File: src/pkg/nfsr_map.vh
`ifndef NFSR_MAP_VH
`define NFSR_MAP_VH
// apb register byte offsets
`define NFSR_OFF_CONFIG 12'h000
`define NFSR_OFF_ADDR 12'h004
`define NFSR_OFF_WDATA 12'h008
`define NFSR_OFF_CMD 12'h00c
`define NFSR_OFF_RDATA 12'h010
`define NFSR_OFF_STATUS 12'h014
// field positions
`define NFSR_CFG_WP_BIT 0
`define NFSR_ST_BUSY_BIT 0
`define NFSR_ST_SUSP_BIT 1
`define NFSR_ST_REFUSED_BIT 2
`define NFSR_ST_GAP_BIT 3
`define NFSR_ST_WIDTH 4
// operation codes written to the command register
`define NFSR_OP_WRITE 3'h0
`define NFSR_OP_READ 3'h1
`define NFSR_OP_SUSPEND 3'h2
`define NFSR_OP_RESUME 3'h3
`define NFSR_OP_PROTECT 3'h4
`define NFSR_OP_LOCK 3'h5
`define NFSR_OP_QUERY 3'h6
`define NFSR_OP_HWRESET 3'h7
// query entry cycle
`define NFSR_QUERY_DATA 16'h0098
`define NFSR_QUERY_ADDR 24'h000055
// timing, in nanoseconds, and the clock period
`define NFSR_CLK_NS 50
`define NFSR_RESUME_GAP_NS 30000
`define NFSR_LOCK_NS 100000
`define NFSR_WAKE_NS 200
`define NFSR_RESET_PULSE_NS 500
`define NFSR_STROBE_NS 200
// least times round up to whole cycles
`define NFSR_CYC_UP(ns) (((ns) + `NFSR_CLK_NS - 1) / `NFSR_CLK_NS)
`endif

File: src/design/nfsr_ctrl.v
// Functional notes
// - host waits 30 us from resume to suspend
// - host never protects/unprotects while suspended
// - 200 ns wake-up after reset pin rises
// - write only with chip select, strobe low, output-enable high
// - lock bit programmed, then wait over 100 us
`timescale 1ns/10ps
`default_nettype none
`include "nfsr_map.vh"
module nfsr_ctrl #(
    parameter AW = 24,
    parameter DW = 16,
    parameter RESET_PULSE_NS = `NFSR_RESET_PULSE_NS
) (
    // clock and reset
    input wire i_clk_sys,
    input wire i_rst_b,
    // apb slave
    input wire i_psel,
    input wire i_penable,
    input wire i_pwrite,
    input wire [11:0] i_paddr,
    input wire [31:0] i_pwdata,
    output reg [31:0] o_prdata,
    output wire o_pready,
    output reg o_pslverr,
    // flash pins
    output reg o_ce_b,
    output reg o_oe_b,
    output reg o_we_b,
    output reg o_flash_reset_b,
    output reg o_write_protect_accel_pin,
    output reg [AW-1:0] o_addr,
    input wire [DW-1:0] i_dq,
    output reg [DW-1:0] o_dq,
    output reg o_dq_oe
);
    localparam integer GAP_I = `NFSR_CYC_UP(`NFSR_RESUME_GAP_NS);
    localparam integer LOCK_I = `NFSR_CYC_UP(`NFSR_LOCK_NS) + 1;
    localparam integer WAKE_I = `NFSR_CYC_UP(`NFSR_WAKE_NS);
    localparam integer TRP_I = `NFSR_CYC_UP(RESET_PULSE_NS);
    localparam integer STB_I = `NFSR_CYC_UP(`NFSR_STROBE_NS);
    localparam [11:0] CYC_GAP = GAP_I[11:0];
    localparam [11:0] CYC_LOCK = LOCK_I[11:0];
    localparam [11:0] CYC_WAKE = WAKE_I[11:0];
    localparam [11:0] CYC_TRP = TRP_I[11:0];
    localparam [11:0] CYC_STB = STB_I[11:0];
    localparam [11:0] CNT_ONE = 12'h001;
    localparam [11:0] CNT_ZERO = 12'h000;
    // controller states
    localparam [2:0] ST_IDLE = 3'h0;
    localparam [2:0] ST_GAP = 3'h1;
    localparam [2:0] ST_SETUP = 3'h2;
    localparam [2:0] ST_STROBE = 3'h3;
    localparam [2:0] ST_HOLD = 3'h4;
    localparam [2:0] ST_POST = 3'h5;
    localparam [2:0] ST_RSTLO = 3'h6;
    localparam [2:0] ST_WAKE = 3'h7;

    reg [2:0] state;
    reg [2:0] op;
    reg [11:0] cnt;
    reg [11:0] gap_cnt;
    reg [AW-1:0] addr;
    reg [DW-1:0] wdata;
    reg [DW-1:0] rdata;
    reg suspended;
    reg refused;
    reg [DW-1:0] dq_s1;
    reg [DW-1:0] dq_s2;

    wire busy = (state != ST_IDLE);
    wire apb_wr = i_psel & i_penable & i_pwrite;
    wire cmd_wr = apb_wr & (i_paddr == `NFSR_OFF_CMD);
    wire st_wr = apb_wr & (i_paddr == `NFSR_OFF_STATUS);
    wire [2:0] new_op = i_pwdata[2:0];
    wire op_is_write = (op != `NFSR_OP_READ);
    wire [`NFSR_ST_WIDTH-1:0] status_bits = {gap_cnt != CNT_ZERO, refused, suspended, busy};

    function is_unmapped;
        input [11:0] a;
        begin
            is_unmapped = (a != `NFSR_OFF_CONFIG) && (a != `NFSR_OFF_ADDR) && (a != `NFSR_OFF_WDATA) &&
                (a != `NFSR_OFF_CMD) && (a != `NFSR_OFF_RDATA) && (a != `NFSR_OFF_STATUS);
        end
    endfunction

    // slave answers in the access cycle, never stalls
    assign o_pready = 1'b1;

    // read mux, unmapped reads return zero with an error
    always @* begin
        o_prdata = 32'h00000000;
        o_pslverr = i_psel & i_penable & is_unmapped(i_paddr);
        if (i_paddr == `NFSR_OFF_CONFIG) begin
            o_prdata[`NFSR_CFG_WP_BIT] = o_write_protect_accel_pin;
        end else if (i_paddr == `NFSR_OFF_ADDR) begin
            o_prdata[AW-1:0] = addr;
        end else if (i_paddr == `NFSR_OFF_WDATA) begin
            o_prdata[DW-1:0] = wdata;
        end else if (i_paddr == `NFSR_OFF_CMD) begin
            o_prdata[2:0] = op;
        end else if (i_paddr == `NFSR_OFF_RDATA) begin
            o_prdata[DW-1:0] = rdata;
        end else if (i_paddr == `NFSR_OFF_STATUS) begin
            o_prdata[`NFSR_ST_WIDTH-1:0] = status_bits;
        end
    end

    // data pins come from outside the clock domain
    always @(posedge i_clk_sys) begin
        dq_s1 <= i_dq;
        dq_s2 <= dq_s1;
    end

    // config registers; wp level is software's, low guards the end block
    always @(posedge i_clk_sys) begin
        if (!i_rst_b) begin
            o_write_protect_accel_pin <= 1'b0;
            addr <= {AW{1'b0}};
            wdata <= {DW{1'b0}};
        end else if (apb_wr) begin
            if (i_paddr == `NFSR_OFF_CONFIG) begin
                o_write_protect_accel_pin <= i_pwdata[`NFSR_CFG_WP_BIT];
            end else if (i_paddr == `NFSR_OFF_ADDR) begin
                addr <= i_pwdata[AW-1:0];
            end else if (i_paddr == `NFSR_OFF_WDATA) begin
                wdata <= i_pwdata[DW-1:0];
            end
        end
    end

    // bus cycle sequencer; flash reset pin held low through system reset
    always @(posedge i_clk_sys) begin
        if (!i_rst_b) begin
            state <= ST_WAKE;
            cnt <= CYC_WAKE;
            op <= `NFSR_OP_WRITE;
            gap_cnt <= CNT_ZERO;
            rdata <= {DW{1'b0}};
            suspended <= 1'b0;
            refused <= 1'b0;
            o_ce_b <= 1'b1;
            o_oe_b <= 1'b1;
            o_we_b <= 1'b1;
            o_flash_reset_b <= 1'b0;
            o_addr <= {AW{1'b0}};
            o_dq <= {DW{1'b0}};
            o_dq_oe <= 1'b0;
        end else begin
            // resume-to-suspend spacing timer
            if (gap_cnt != CNT_ZERO) begin
                gap_cnt <= gap_cnt - CNT_ONE;
            end
            // software clear of refused; a new refusal below wins
            if (st_wr && i_pwdata[`NFSR_ST_REFUSED_BIT]) begin
                refused <= 1'b0;
            end
            if (!o_flash_reset_b) begin
                o_flash_reset_b <= (state == ST_RSTLO) ? 1'b0 : 1'b1;
            end
            case (state)
                ST_IDLE: begin
                    if (cmd_wr) begin
                        op <= new_op;
                        if (new_op == `NFSR_OP_HWRESET) begin
                            o_flash_reset_b <= 1'b0;
                            cnt <= CYC_TRP;
                            state <= ST_RSTLO;
                        end else if (((new_op == `NFSR_OP_PROTECT) || (new_op == `NFSR_OP_LOCK)) && suspended) begin
                            refused <= 1'b1;
                        end else if ((new_op == `NFSR_OP_SUSPEND) && (gap_cnt != CNT_ZERO)) begin
                            state <= ST_GAP;
                        end else begin
                            state <= ST_SETUP;
                        end
                    end
                end
                ST_GAP: begin
                    if (gap_cnt == CNT_ZERO) begin
                        state <= ST_SETUP;
                    end
                end
                ST_SETUP: begin
                    // address and data settle before the strobe falls
                    o_ce_b <= 1'b0;
                    o_addr <= (op == `NFSR_OP_QUERY) ? `NFSR_QUERY_ADDR : addr;
                    o_dq <= (op == `NFSR_OP_QUERY) ? `NFSR_QUERY_DATA : wdata;
                    o_dq_oe <= op_is_write;
                    cnt <= CYC_STB;
                    state <= ST_STROBE;
                end
                ST_STROBE: begin
                    o_we_b <= ~op_is_write;
                    o_oe_b <= op_is_write;
                    // count runs down to zero so the strobe stands the full CYC_STB cycles
                    if (cnt != CNT_ZERO) begin
                        cnt <= cnt - CNT_ONE;
                    end
                    if (cnt == CNT_ZERO) begin
                        // synced data lags two cycles; strobe is longer than that
                        if (!op_is_write) begin
                            rdata <= dq_s2;
                        end
                        o_we_b <= 1'b1;
                        o_oe_b <= 1'b1;
                        state <= ST_HOLD;
                    end
                end
                ST_HOLD: begin
                    o_ce_b <= 1'b1;
                    o_dq_oe <= 1'b0;
                    state <= ST_IDLE;
                    if (op == `NFSR_OP_SUSPEND) begin
                        suspended <= 1'b1;
                    end else if (op == `NFSR_OP_RESUME) begin
                        suspended <= 1'b0;
                        gap_cnt <= CYC_GAP;
                    end else if (op == `NFSR_OP_LOCK) begin
                        cnt <= CYC_LOCK;
                        state <= ST_POST;
                    end
                end
                ST_POST: begin
                    // lock programming runs; controller stays busy past the minimum
                    cnt <= cnt - CNT_ONE;
                    if (cnt == CNT_ONE) begin
                        state <= ST_IDLE;
                    end
                end
                ST_RSTLO: begin
                    cnt <= cnt - CNT_ONE;
                    if (cnt == CNT_ONE) begin
                        o_flash_reset_b <= 1'b1;
                        suspended <= 1'b0;
                        gap_cnt <= CNT_ZERO;
                        cnt <= CYC_WAKE;
                        state <= ST_WAKE;
                    end
                end
                default: begin
                    // wake-up: no read may start until the count ends
                    o_flash_reset_b <= 1'b1;
                    cnt <= cnt - CNT_ONE;
                    if (cnt == CNT_ONE) begin
                        state <= ST_IDLE;
                    end
                end
            endcase
            // a command while busy is dropped and flagged
            if (cmd_wr && busy) begin
                refused <= 1'b1;
            end
        end
    end
endmodule
`default_nettype wire

File: config.mk
export PLATFORM = sky130hd
export DESIGN_NAME = nfsr_ctrl
export DESIGN_NICKNAME = d
export VERILOG_FILES = /design/src/design/nfsr_ctrl.v
export VERILOG_INCLUDE_DIRS = /design/src /design/src/pkg
export SDC_FILE = /design/constraint.sdc
export NUM_CORES = 1
export LEC_CHECK = 0
export BUFFER_PORTS_ARGS = -buffer_cell sky130_fd_sc_hd__buf_2
export CAP_MARGIN = 20
export CORE_UTILIZATION = 50
export CTS_CLUSTER_SIZE = 24
export DETAILED_ROUTE_END_ITERATION = 10
export PLACE_DENSITY = 0.74
export REMOVE_ABC_BUFFERS = 1
export SYNTH_ARGS = -nofsm -noshare
export SYNTH_HDL_FRONTEND = slang
export SYNTH_SLANG_ARGS = --single-unit
File: constraint.sdc
create_clock -name i_clk_sys -period 5 [get_ports i_clk_sys]
set_input_delay 0.25 -clock i_clk_sys [delete_from_list [all_inputs] [get_ports i_clk_sys]]
set_output_delay 0.25 -clock i_clk_sys [all_outputs]
set_load 0.03 [all_outputs]
==> After elaboration in Yosys (flattened, before gate mapping) <==
Index checks and enable logic that the tools add are counted.
{ "word_totals": {"regBits": 166, "output_inout_bits": 80, "wordCells": 154} }
{ "op_classes": {"eq_ne": 37, "addsub": 2, "muxes": 57, "n_reduce_logical": 30, "n_bitwise": 9} }
{ "op_table": {"columns": ["operator", "count"], "rows": [
  ["12-bit 2-to-1 mux", 12],
  ["12-bit one-hot mux with 6 select lines", 1],
  ["16-bit 2-to-1 mux", 3],
  ["12-bit zero test", 3],
  ["12-bit nonzero test", 3],
  ["3-bit 2-to-1 mux", 11],
  ["12-bit by 4-bit == test with 1-bit output (second input constant)", 2],
  ["12-bit by 5-bit == test with 1-bit output (second input constant)", 2],
  ["3-bit == test (second input constant)", 8],
  ["24-bit 2-to-1 mux", 1],
  ["12-bit by 4-bit inequality test with 1-bit output (second input constant)", 2],
  ["12-bit by 5-bit inequality test with 1-bit output (second input constant)", 2],
  ["12-bit one-hot mux with 2 select lines", 1],
  ["12-bit by 1-bit subtractor with 12-bit output (second input constant)", 2],
  ["23-bit 2-to-1 mux", 1],
  ["3-bit one-hot mux with 6 select lines", 1],
  ["1-bit 2-to-1 mux", 17],
  ["2-bit inequality test (second input constant)", 8],
  ["3-bit by 2-bit == test with 1-bit output (second input constant)", 5],
  ["13-bit 2-to-1 mux", 1],
  ["12-bit by 1-bit == test with 1-bit output (second input constant)", 1],
  ["12-bit by 3-bit == test with 1-bit output (second input constant)", 1],
  ["12-bit by 3-bit inequality test with 1-bit output (second input constant)", 1],
  ["1-bit logical AND", 9],
  ["other kinds (22)", 37]
]} }

==> Longest topological paths before layout <==
Gate-level depths: netlist (run 1).
{ "logic_depth": {"depth_word": 10, "ltp_mapped": 9, "depth_no_buf": 7} }

==> Worst setup path after synthesis (run 1) <==
No wires, ideal clock.
{ "synth_path": {"path_type": "reg-to-output", "startpoint": "reg gap_cnt[0]", "endpoint": "out o_prdata[3]", "stages_incl_launch_ff": 9, "setup_slack_ns": 2.942, "n_path_buf": 1, "arrival_ns": 1.808, "cell_sequence": "dfxtp_1 -> inv_1 -> ha_1 -> nor2b_1 -> and2_1 -> or3b_1 -> buf_2 -> a221oi_1 -> nor2_1"} }
{ "synth_via": {"elab_chain_len": 7} }
{ "synth_lines": {"columns": ["item", "line_no", "source"], "rows": [
  ["start: declaration", "nfsr_ctrl.v:63", "reg [11:0] gap_cnt;"],
  ["start signal: assignment", "nfsr_ctrl.v:153", "gap_cnt <= gap_cnt - CNT_ONE;"],
  ["12-bit nonzero test", "nfsr_ctrl.v:78", "wire [`NFSR_ST_WIDTH-1:0] status_bits = {gap_cnt != CNT_ZERO, refused, suspended, busy};"],
  ["4-bit 2-to-1 mux", "nfsr_ctrl.v:105", "end else if (i_paddr == `NFSR_OFF_STATUS) begin"],
  ["4-bit 2-to-1 mux", "nfsr_ctrl.v:103", "end else if (i_paddr == `NFSR_OFF_RDATA) begin"],
  ["13-bit 2-to-1 mux", "nfsr_ctrl.v:101", "end else if (i_paddr == `NFSR_OFF_CMD) begin"],
  ["16-bit 2-to-1 mux", "nfsr_ctrl.v:99", "end else if (i_paddr == `NFSR_OFF_WDATA) begin"],
  ["16-bit 2-to-1 mux", "nfsr_ctrl.v:97", "end else if (i_paddr == `NFSR_OFF_ADDR) begin"],
  ["23-bit 2-to-1 mux", "nfsr_ctrl.v:95", "if (i_paddr == `NFSR_OFF_CONFIG) begin"],
  ["end: declaration", "nfsr_ctrl.v:24", "output reg [31:0] o_prdata,"]
]} }
Every way passes these cells.

==> Worst setup path in the final report (run 1) <==
Same ends and word-level chain as after synthesis.

==> results of run 1 <==
[registers in the layout, summed over array words and instances (netlist names)]
signal                     cells
o_addr                        24
wdata                         16
o_ce_b                         1
o_dq                          16
o_oe_b                         1
op                             3
o_we_b                         1
dq_s2                         16
gap_cnt                       12
o_dq_oe                        1
o_write_protect_accel_pin      1
addr                          24
cnt                           12
state                          3
dq_s1                         16
o_flash_reset_b                1
suspended                      1
refused                        1
rdata                         16
[power breakdown]
group          total, mW  internal (mW)  switching, mW
clock               1.30          0.748          0.557
sequential          1.44           1.37         0.0724
combinational      0.328          0.136          0.193
total               3.08           2.25          0.821
[critical path, cell delays in order (launching register included)]
cell	delay [ns]
dfxtp_1	0.33
inv_1	0.06
ha_1	0.18
nor2b_1	0.25
and2_1	0.21
or3b_1	0.53
a221oi_1	0.33
nor2_1	0.11
buf_2	0.19
[layout make-up]
type | instances | area [um^2] | share of cell area [%]
Inverter | 22 | 83.8 | 1.01
Timing Repair Buffer | 148 | 853 | 10.3
Multi-Input combinational cell | 489 | 3230 | 38.9
Sequential cell | 166 | 3320 | 40.0
Clock buffer | 17 | 425 | 5.13
Tap cell | 176 | 220 | 2.65
Clock inverter | 15 | 168 | 2.02
[placed cells by master, fill, tap and decap left out, types with 5 or more instances in the layout]
cell           Yosys  final
inv_1             22     21
a21oi_1           19     19
nand2_1           51     51
dfxtp_1          166    166
clkbuf_16          0     17
and2_1            13     13
buf_2             12    127
nand2b_1           8      8
a22oi_1           37     37
a222oi_1          13     13
o211ai_1           8      8
o221a_2            7      7
o21ai_0           20     20
nor2_1           109    109
xor2_1             5      5
dlygate4sd3_1      0     16
conb_1             2      9
nand3_1            7      7
nor3_1            11     11
mux2i_1           44     44
nand2_2           10     10
a21oi_2           11     11
[routing by layer]
layer / wire (um) / vias to the layer above
met5: 0 / -
met4: 412 / 0
met3: 1030 / 34
met2: 8030 / 239
met1: 7620 / 2796
li1: - / 2816
[cell families after synthesis]
family | after synthesis
xor gates and xnor gates | 7
muxes | 47
and+or+nand+nor | 258
buffers and inverters | 77
adders and majority gates | 4
DFF | 166
AOI/OAI and AO/OA | 164
other | 2
[worst paths after layout]
check | cells past startpoint | end
hold reg to reg | 0 | dq_s2[10]
hold / removal | 3 | addr[22]
setup reg to reg | 5 | rdata[5]
setup / recovery | 8 | o_prdata[3]
[metrics by stage]
| step | instance area [um^2] | worst slack [ns] | hold slack (ns) |
|---|---|---|---|
| 2_1_floorplan | 6610 | 1.88 | 0.278 |
| 3_3_place_gp | 7520 | 2.29 | 0.310 |
| 3_5_place_dp | 7520 | 2.10 | 0.313 |
| 4_1_cts | 8270 | 2.09 | 0.0577 |
| 5_1_grt | 8300 | 1.85 | 0.0659 |
| 6_report | 8300 | 2.14 | 0.0701 |
==> results.md, run 1 <==
- Number of enable-type register cells in the synthesized netlist: 0
- Reg2Reg Setup Slack: 2.23 ns
- Final number of setup-violating endpoints: 0
- Violation count after the first detailed-routing iteration: 477
- Number of max-cap violations: 0
- Slew at the pin closest to its max-slew limit: 1.06 ns
- Outcome: complete, no violations
- Clock input transition at the sequential cells of the worst setup and hold paths: 0.06 ns
- TritonCTS clock tree: yes
- Final core utilization: 62.2%
- Vertical die dimension: 119 um
- Placement row count: 42
- Flip-flop and latch count after synthesis: roughly 170
- Antenna violations before repair: 0
- Synth Area in Simple Gates: 19.1%
- Total wire length: 17.1 mm
- Width of the chip: 119 um
- Normalized max-slew margin: 29.3%
- Area of the core: 13,300 um^2
- Sinks on the clock net: approximately 170
- Part of the cycle the worst path needs: around 57%
- Post-route DRC: 0
- Parity-gate share of the synthesized area counting xor and xnor cells: less than 1%
- Number of global-route vias before repair: 5,693
- Most frequent cells after synthesis: 166 x dfxtp_1, 109 x nor2_1, 51 x nand2_1
- Count leader, synth: dfxtp_1
- Biggest area consumer among synthesized cells: dfxtp_1
- Diode insertion count for antenna repair: 0
- Met2 track demand over resource in global routing: 39.9%
- Clock Latency Late Sink: 0.43 ns
- Met3 usage in global routing: 4.60%
- Master cell of the clock root buffer: clkbuf_16
- Cell Area, Synth: 6890 um^2
- Number of library cell types mapped by synthesis: 76
- Achievable Freq: between 0.3 and 0.4 GHz
- Worst Path Arrival: 2.61 ns
- Share of async-settable or async-resettable flops after synthesis: 0%
- Average routed wire per standard cell: around 17 um
- Busiest grt layer: met2
- Final weighted congestion in routability-driven placement: 0.850
- Ports placed on the boundary: 145
- Crit path kind: flip-flop to output port
- Layout overhead on the synthesized area: 20.5%
- Adder-cell share of the synthesized area: less than 1%
- Required time worst endpoint: 4.75 ns
- Routed via count: 5,885
- FILL cells: ~1,100
- Compound-Gate Fraction of Synth Area: 18.2%
- Number of buffer cells added on primary ports: 127
- Setup crit start: gap_cnt[0]
- Setup bufs post-CTS: 0
- Die area: 14,200 um^2
- PostCTS Resize Cnt: 0
- Layout cell share with drive strength beyond 1: 25.2%
- Average footprint of a synthesized cell: 9.50 um^2
- Top post-synthesis cells by area: dfxtp_1 48%, mux2i_1 6.4%, nor2_1 5.9%
- Yosys warning count: 0
- VDD IR max: 0.000218 V
- Remaining global-route overflow: 0
- Most instantiated flip-flop cell in the synthesis netlist: dfxtp_1
- Synthesized netlist cell count: 725
- Source of the worst register-to-register timing path: state[0]
- Total leakage power: 3.41 nW
- Inserted Clock Buffers: 17
- Final-stage net count: 913
- Number of failing hold endpoints at the final stage: 0
- Met1 Usage GRT: around 32%
- Global Route Usage Sum: 24.8%
- Worst Hold Class: input port to flip-flop
- Count of placed standard cells including taps: 984
- Post-CTS Hold Fix Bufs: 16
- Crit Path Max Fanout: 9
- Largest family of logic cells by synthesized area: simple AND/OR/NAND/NOR gates
- Portion of netlist area occupied by mux cells: 7.05%
- Worst-case clock skew: 0.00967 ns
- Starting density of the core: 51.6%
- RSZ-0062 raised after global routing: false
- Total Neg Setup Slack: 0 ns
- H-tree depth reported by CTS: 4
- Overall power: 3.08 mW
- First-pass GRT wire length: 28.0 mm
- Type of element capturing the critical path: output port
- Post-synthesis sequential area ratio: 48.3%
- Clock buffer depth: 2
- Start point of the worst hold path: i_pwdata[22]
- Final Max Tran Viols: 0
- Number of non-filler instances in the completed layout: 1,033
- Maximum number of pins on one net before global-route repair: 58
- Routed Antenna Nets: 0
- DPL Wire Length: 11.3 mm
- Crit path launch type: flip-flop
- Pre-Repair DR Iteration Count: 8
- Share of the synthesized area in the top cell type: 48.3%
- Routed via count divided by cell count: about 5.7
- Cell area power density: 371 nW/um^2
- Post-route minimum period: 2.86 ns
Note: power is estimated with default switching activity, not from simulation.
==> run 2, diff against run 1 <==
CORE_UTILIZATION = 49   (was 50)
PLACE_DENSITY = 0.76   (was 0.74)
clock period = 2.3 ns   (was 5 ns; I/O delays follow)
==> results.md, run 2 (same netlist as run 1, synthesis figures left out) <==
- Achievable Freq: 0.449 GHz
- Final-stage net count: 966 (+5.8%)
- Commonest non-fill, non-tap cells in the layout: 162 x dfxtp_1, 126 x buf_2, 108 x nor2_1
- Largest registers: addr x24, o_addr x24
- Starting density of the core: 51.2% (-0.40 points)
- Number of buffer cells added on primary ports: 127 (unchanged)
- Routed Antenna Nets: 0 (unchanged)
- Area taken by flip-flops and latches: 3330 um^2 (+0.15%)
- FILL cells: 1,099 (-2.7%)
- Routed via count divided by cell count: 5.59 (-1.9%)
- Worst-case clock skew: 0.00637 ns (-0.00330 ns)
- Final Max Tran Viols: 0 (unchanged)
- Type of element capturing the critical path: output port
- Post-route minimum period: 2.23 ns
- Maximum number of pins on one net before global-route repair: 54 (-6.9%)
- Worst Path Arrival: 2.11 ns (-0.50 ns)
- Final weighted congestion in routability-driven placement: 0.840 (-1.2%)
- Cell area after placement: 7740 um^2 (+3.0%)
- Final core utilization: 65.4% (+3.3 points)
- Required time worst endpoint: 2.18 ns (-2.57 ns)
- TritonCTS clock tree: yes
- Clock input transition at the sequential cells of the worst setup and hold paths: 0.06 ns (about the same)
- Slew at the pin closest to its max-slew limit: 0.749 ns (-0.308 ns)
- Antenna violations before repair: 0 (unchanged)
- Vertical die dimension: 121 um (+1.0%)
- Placement row count: 42 (unchanged)
- Pre-Repair DR Iteration Count: 5 (-3)
- Crit path launch type: flip-flop
- Diode insertion count for antenna repair: 0 (unchanged)
- H-tree depth reported by CTS: 4 (unchanged)
- Post-route DRC: 0 (unchanged)
- Clock buffer depth: 2 (unchanged)
- Cell area power density: 766 nW/um^2 (+110%)
- Leading cell type in the layout, fill and taps excluded: dfxtp_1
- Crit Path Max Fanout: 4 (-5)
- Total leakage power: 3.68 nW (+7.7%)
- Routed via count: 6,068 (+3.1%)
- Number of failing hold endpoints at the final stage: 0 (unchanged)
- Sinks on the clock net: 166 (unchanged)
- Crit path kind: flip-flop to output port
- Worst Hold Class: input port to flip-flop
- Outcome: complete, no violations
- Die area: 14,500 um^2 (+2.0%)
- Average routed wire per standard cell: 16.5 um (-0.54%)
- Layout overhead on the synthesized area: 27.8%
- Ports placed on the boundary: 145 (unchanged)
- Total wire length: 17.9 mm (+4.6%)
- Area of the core: 13,500 um^2 (+0.79%)
- Part of the cycle the worst path needs: 96.8%
- Number of max-cap violations: 0 (unchanged)
- Number of global-route vias before repair: 5,708 (+0.26%)
- VDD IR max: 0.000548 V (+150%)
- First-pass GRT wire length: 28.6 mm (+1.9%)
- Final std cell area, no fill: 8800 um^2 (+6.1%)
- Multi-input combinational cell area: 3280 um^2 (+1.7%)
- RSZ-0062 raised after global routing: true
- Normalized max-slew margin: 49.9% (+21 points)
- Master cell of the clock root buffer: clkbuf_16
- Clock Latency Late Sink: 0.43 ns (about the same)
- Final worst setup slack: 0.0725 ns (-2.07 ns)
- Violation count after the first detailed-routing iteration: 529 (+11%)
- Layout cell share with drive strength beyond 1: 28.5% (+3.3 points)
- Inserted Clock Buffers: 17 (unchanged)
- Pre-CTS worst setup slack: 0.152 ns (-1.95 ns)
- Global Route Usage Sum: 25.5% (+0.69 points)
- Width of the chip: 121 um (+1.0%)
- Remaining global-route overflow: 0 (unchanged)
- DPL Wire Length: 11.3 mm (about the same)
- Final number of setup-violating endpoints: 0 (unchanged)
run 2: cell types whose count changed in the layout (fill, tap and decap cells not counted), moves of 2 or more:
cell | previous run | this run
clkbuf_8 | 0 | 4
inv_8 | 3 | 0
buf_12 | 0 | 2
inv_1 | 21 | 19
dlygate4sd3_1 | 16 | 37
dfxtp_2 | 0 | 4
dfxtp_1 | 166 | 162
clkbuf_1 | 0 | 2
inv_2 | 0 | 2
buf_4 | 4 | 36
run 2: worst max-delay path, stage by stage, from the launching register on:
cell and delay (ns):
dfxtp_2 0.33, inv_2 0.06, ha_4 0.13, nor2b_4 0.14, and2_4 0.15, or3b_4 0.39
a221oi_2 0.22, nor2_1 0.09, buf_4 0.17
run 2: per-layer routing:
layer | vias to the layer above | share of wire, % | GRT usage, %
met2 | 235 | 47 | 40.6
li1 | 2926 | - | -
met1 | 2874 | 44 | 33.5
met4 | 0 | 2.5 | 10.3
met5 | - | 0 | 0
met3 | 33 | 7.1 | 5.47
run 2: layout make-up:
type | instances | area share [%]
clock inverters | 9 | 1.04
repair buffers | 201 | 14.9
multi-input cells | 489 | 37.3
flip-flops and latches | 166 | 37.8
well taps | 176 | 2.50
clock buffers | 23 | 5.54
inverters | 22 | 0.952
run 2: final timing paths:
kind               start           to  slack (ns)  cells past startpoint
min          i_pwdata[1]        op[1]        0.04                      3
max reg2reg       cnt[1]       cnt[5]        0.20                      8
min reg2reg    dq_s1[15]    dq_s2[15]        0.32                      0
max           gap_cnt[1]  o_prdata[3]        0.07                      8
run 2: per-stage QoR:
stage | TNS [ns] | instances | hold WS [ns] | total power [mW]
floorplan | -27.00 | 677 | 0.143 | 3.65
global placement | 0 | 1012 | 0.218 | 3.95
detailed placement | 0 | 1012 | 0.219 | 3.97
CTS | 0 | 1082 | 0.0249 | 6.75
global route | -0.0175 | 1086 | 0.0629 | 7.02
finish | 0 | 1086 | 0.0399 | 6.74
run 2: power by group:
group / switching (mW) / internal (mW)
Combinational: 0.481 / 0.400
Sequential: 0.126 / 2.98
Clock: 1.14 / 1.61
Total: 1.75 / 5.00
run 2: timing repair:
item	in CTS	in global routing
hold endpoints to repair	49	0
setup buffers	1	3
hold buffers	37	0
setup endpoints to repair	1	3
resized for setup	10	8
pin swaps	0	5
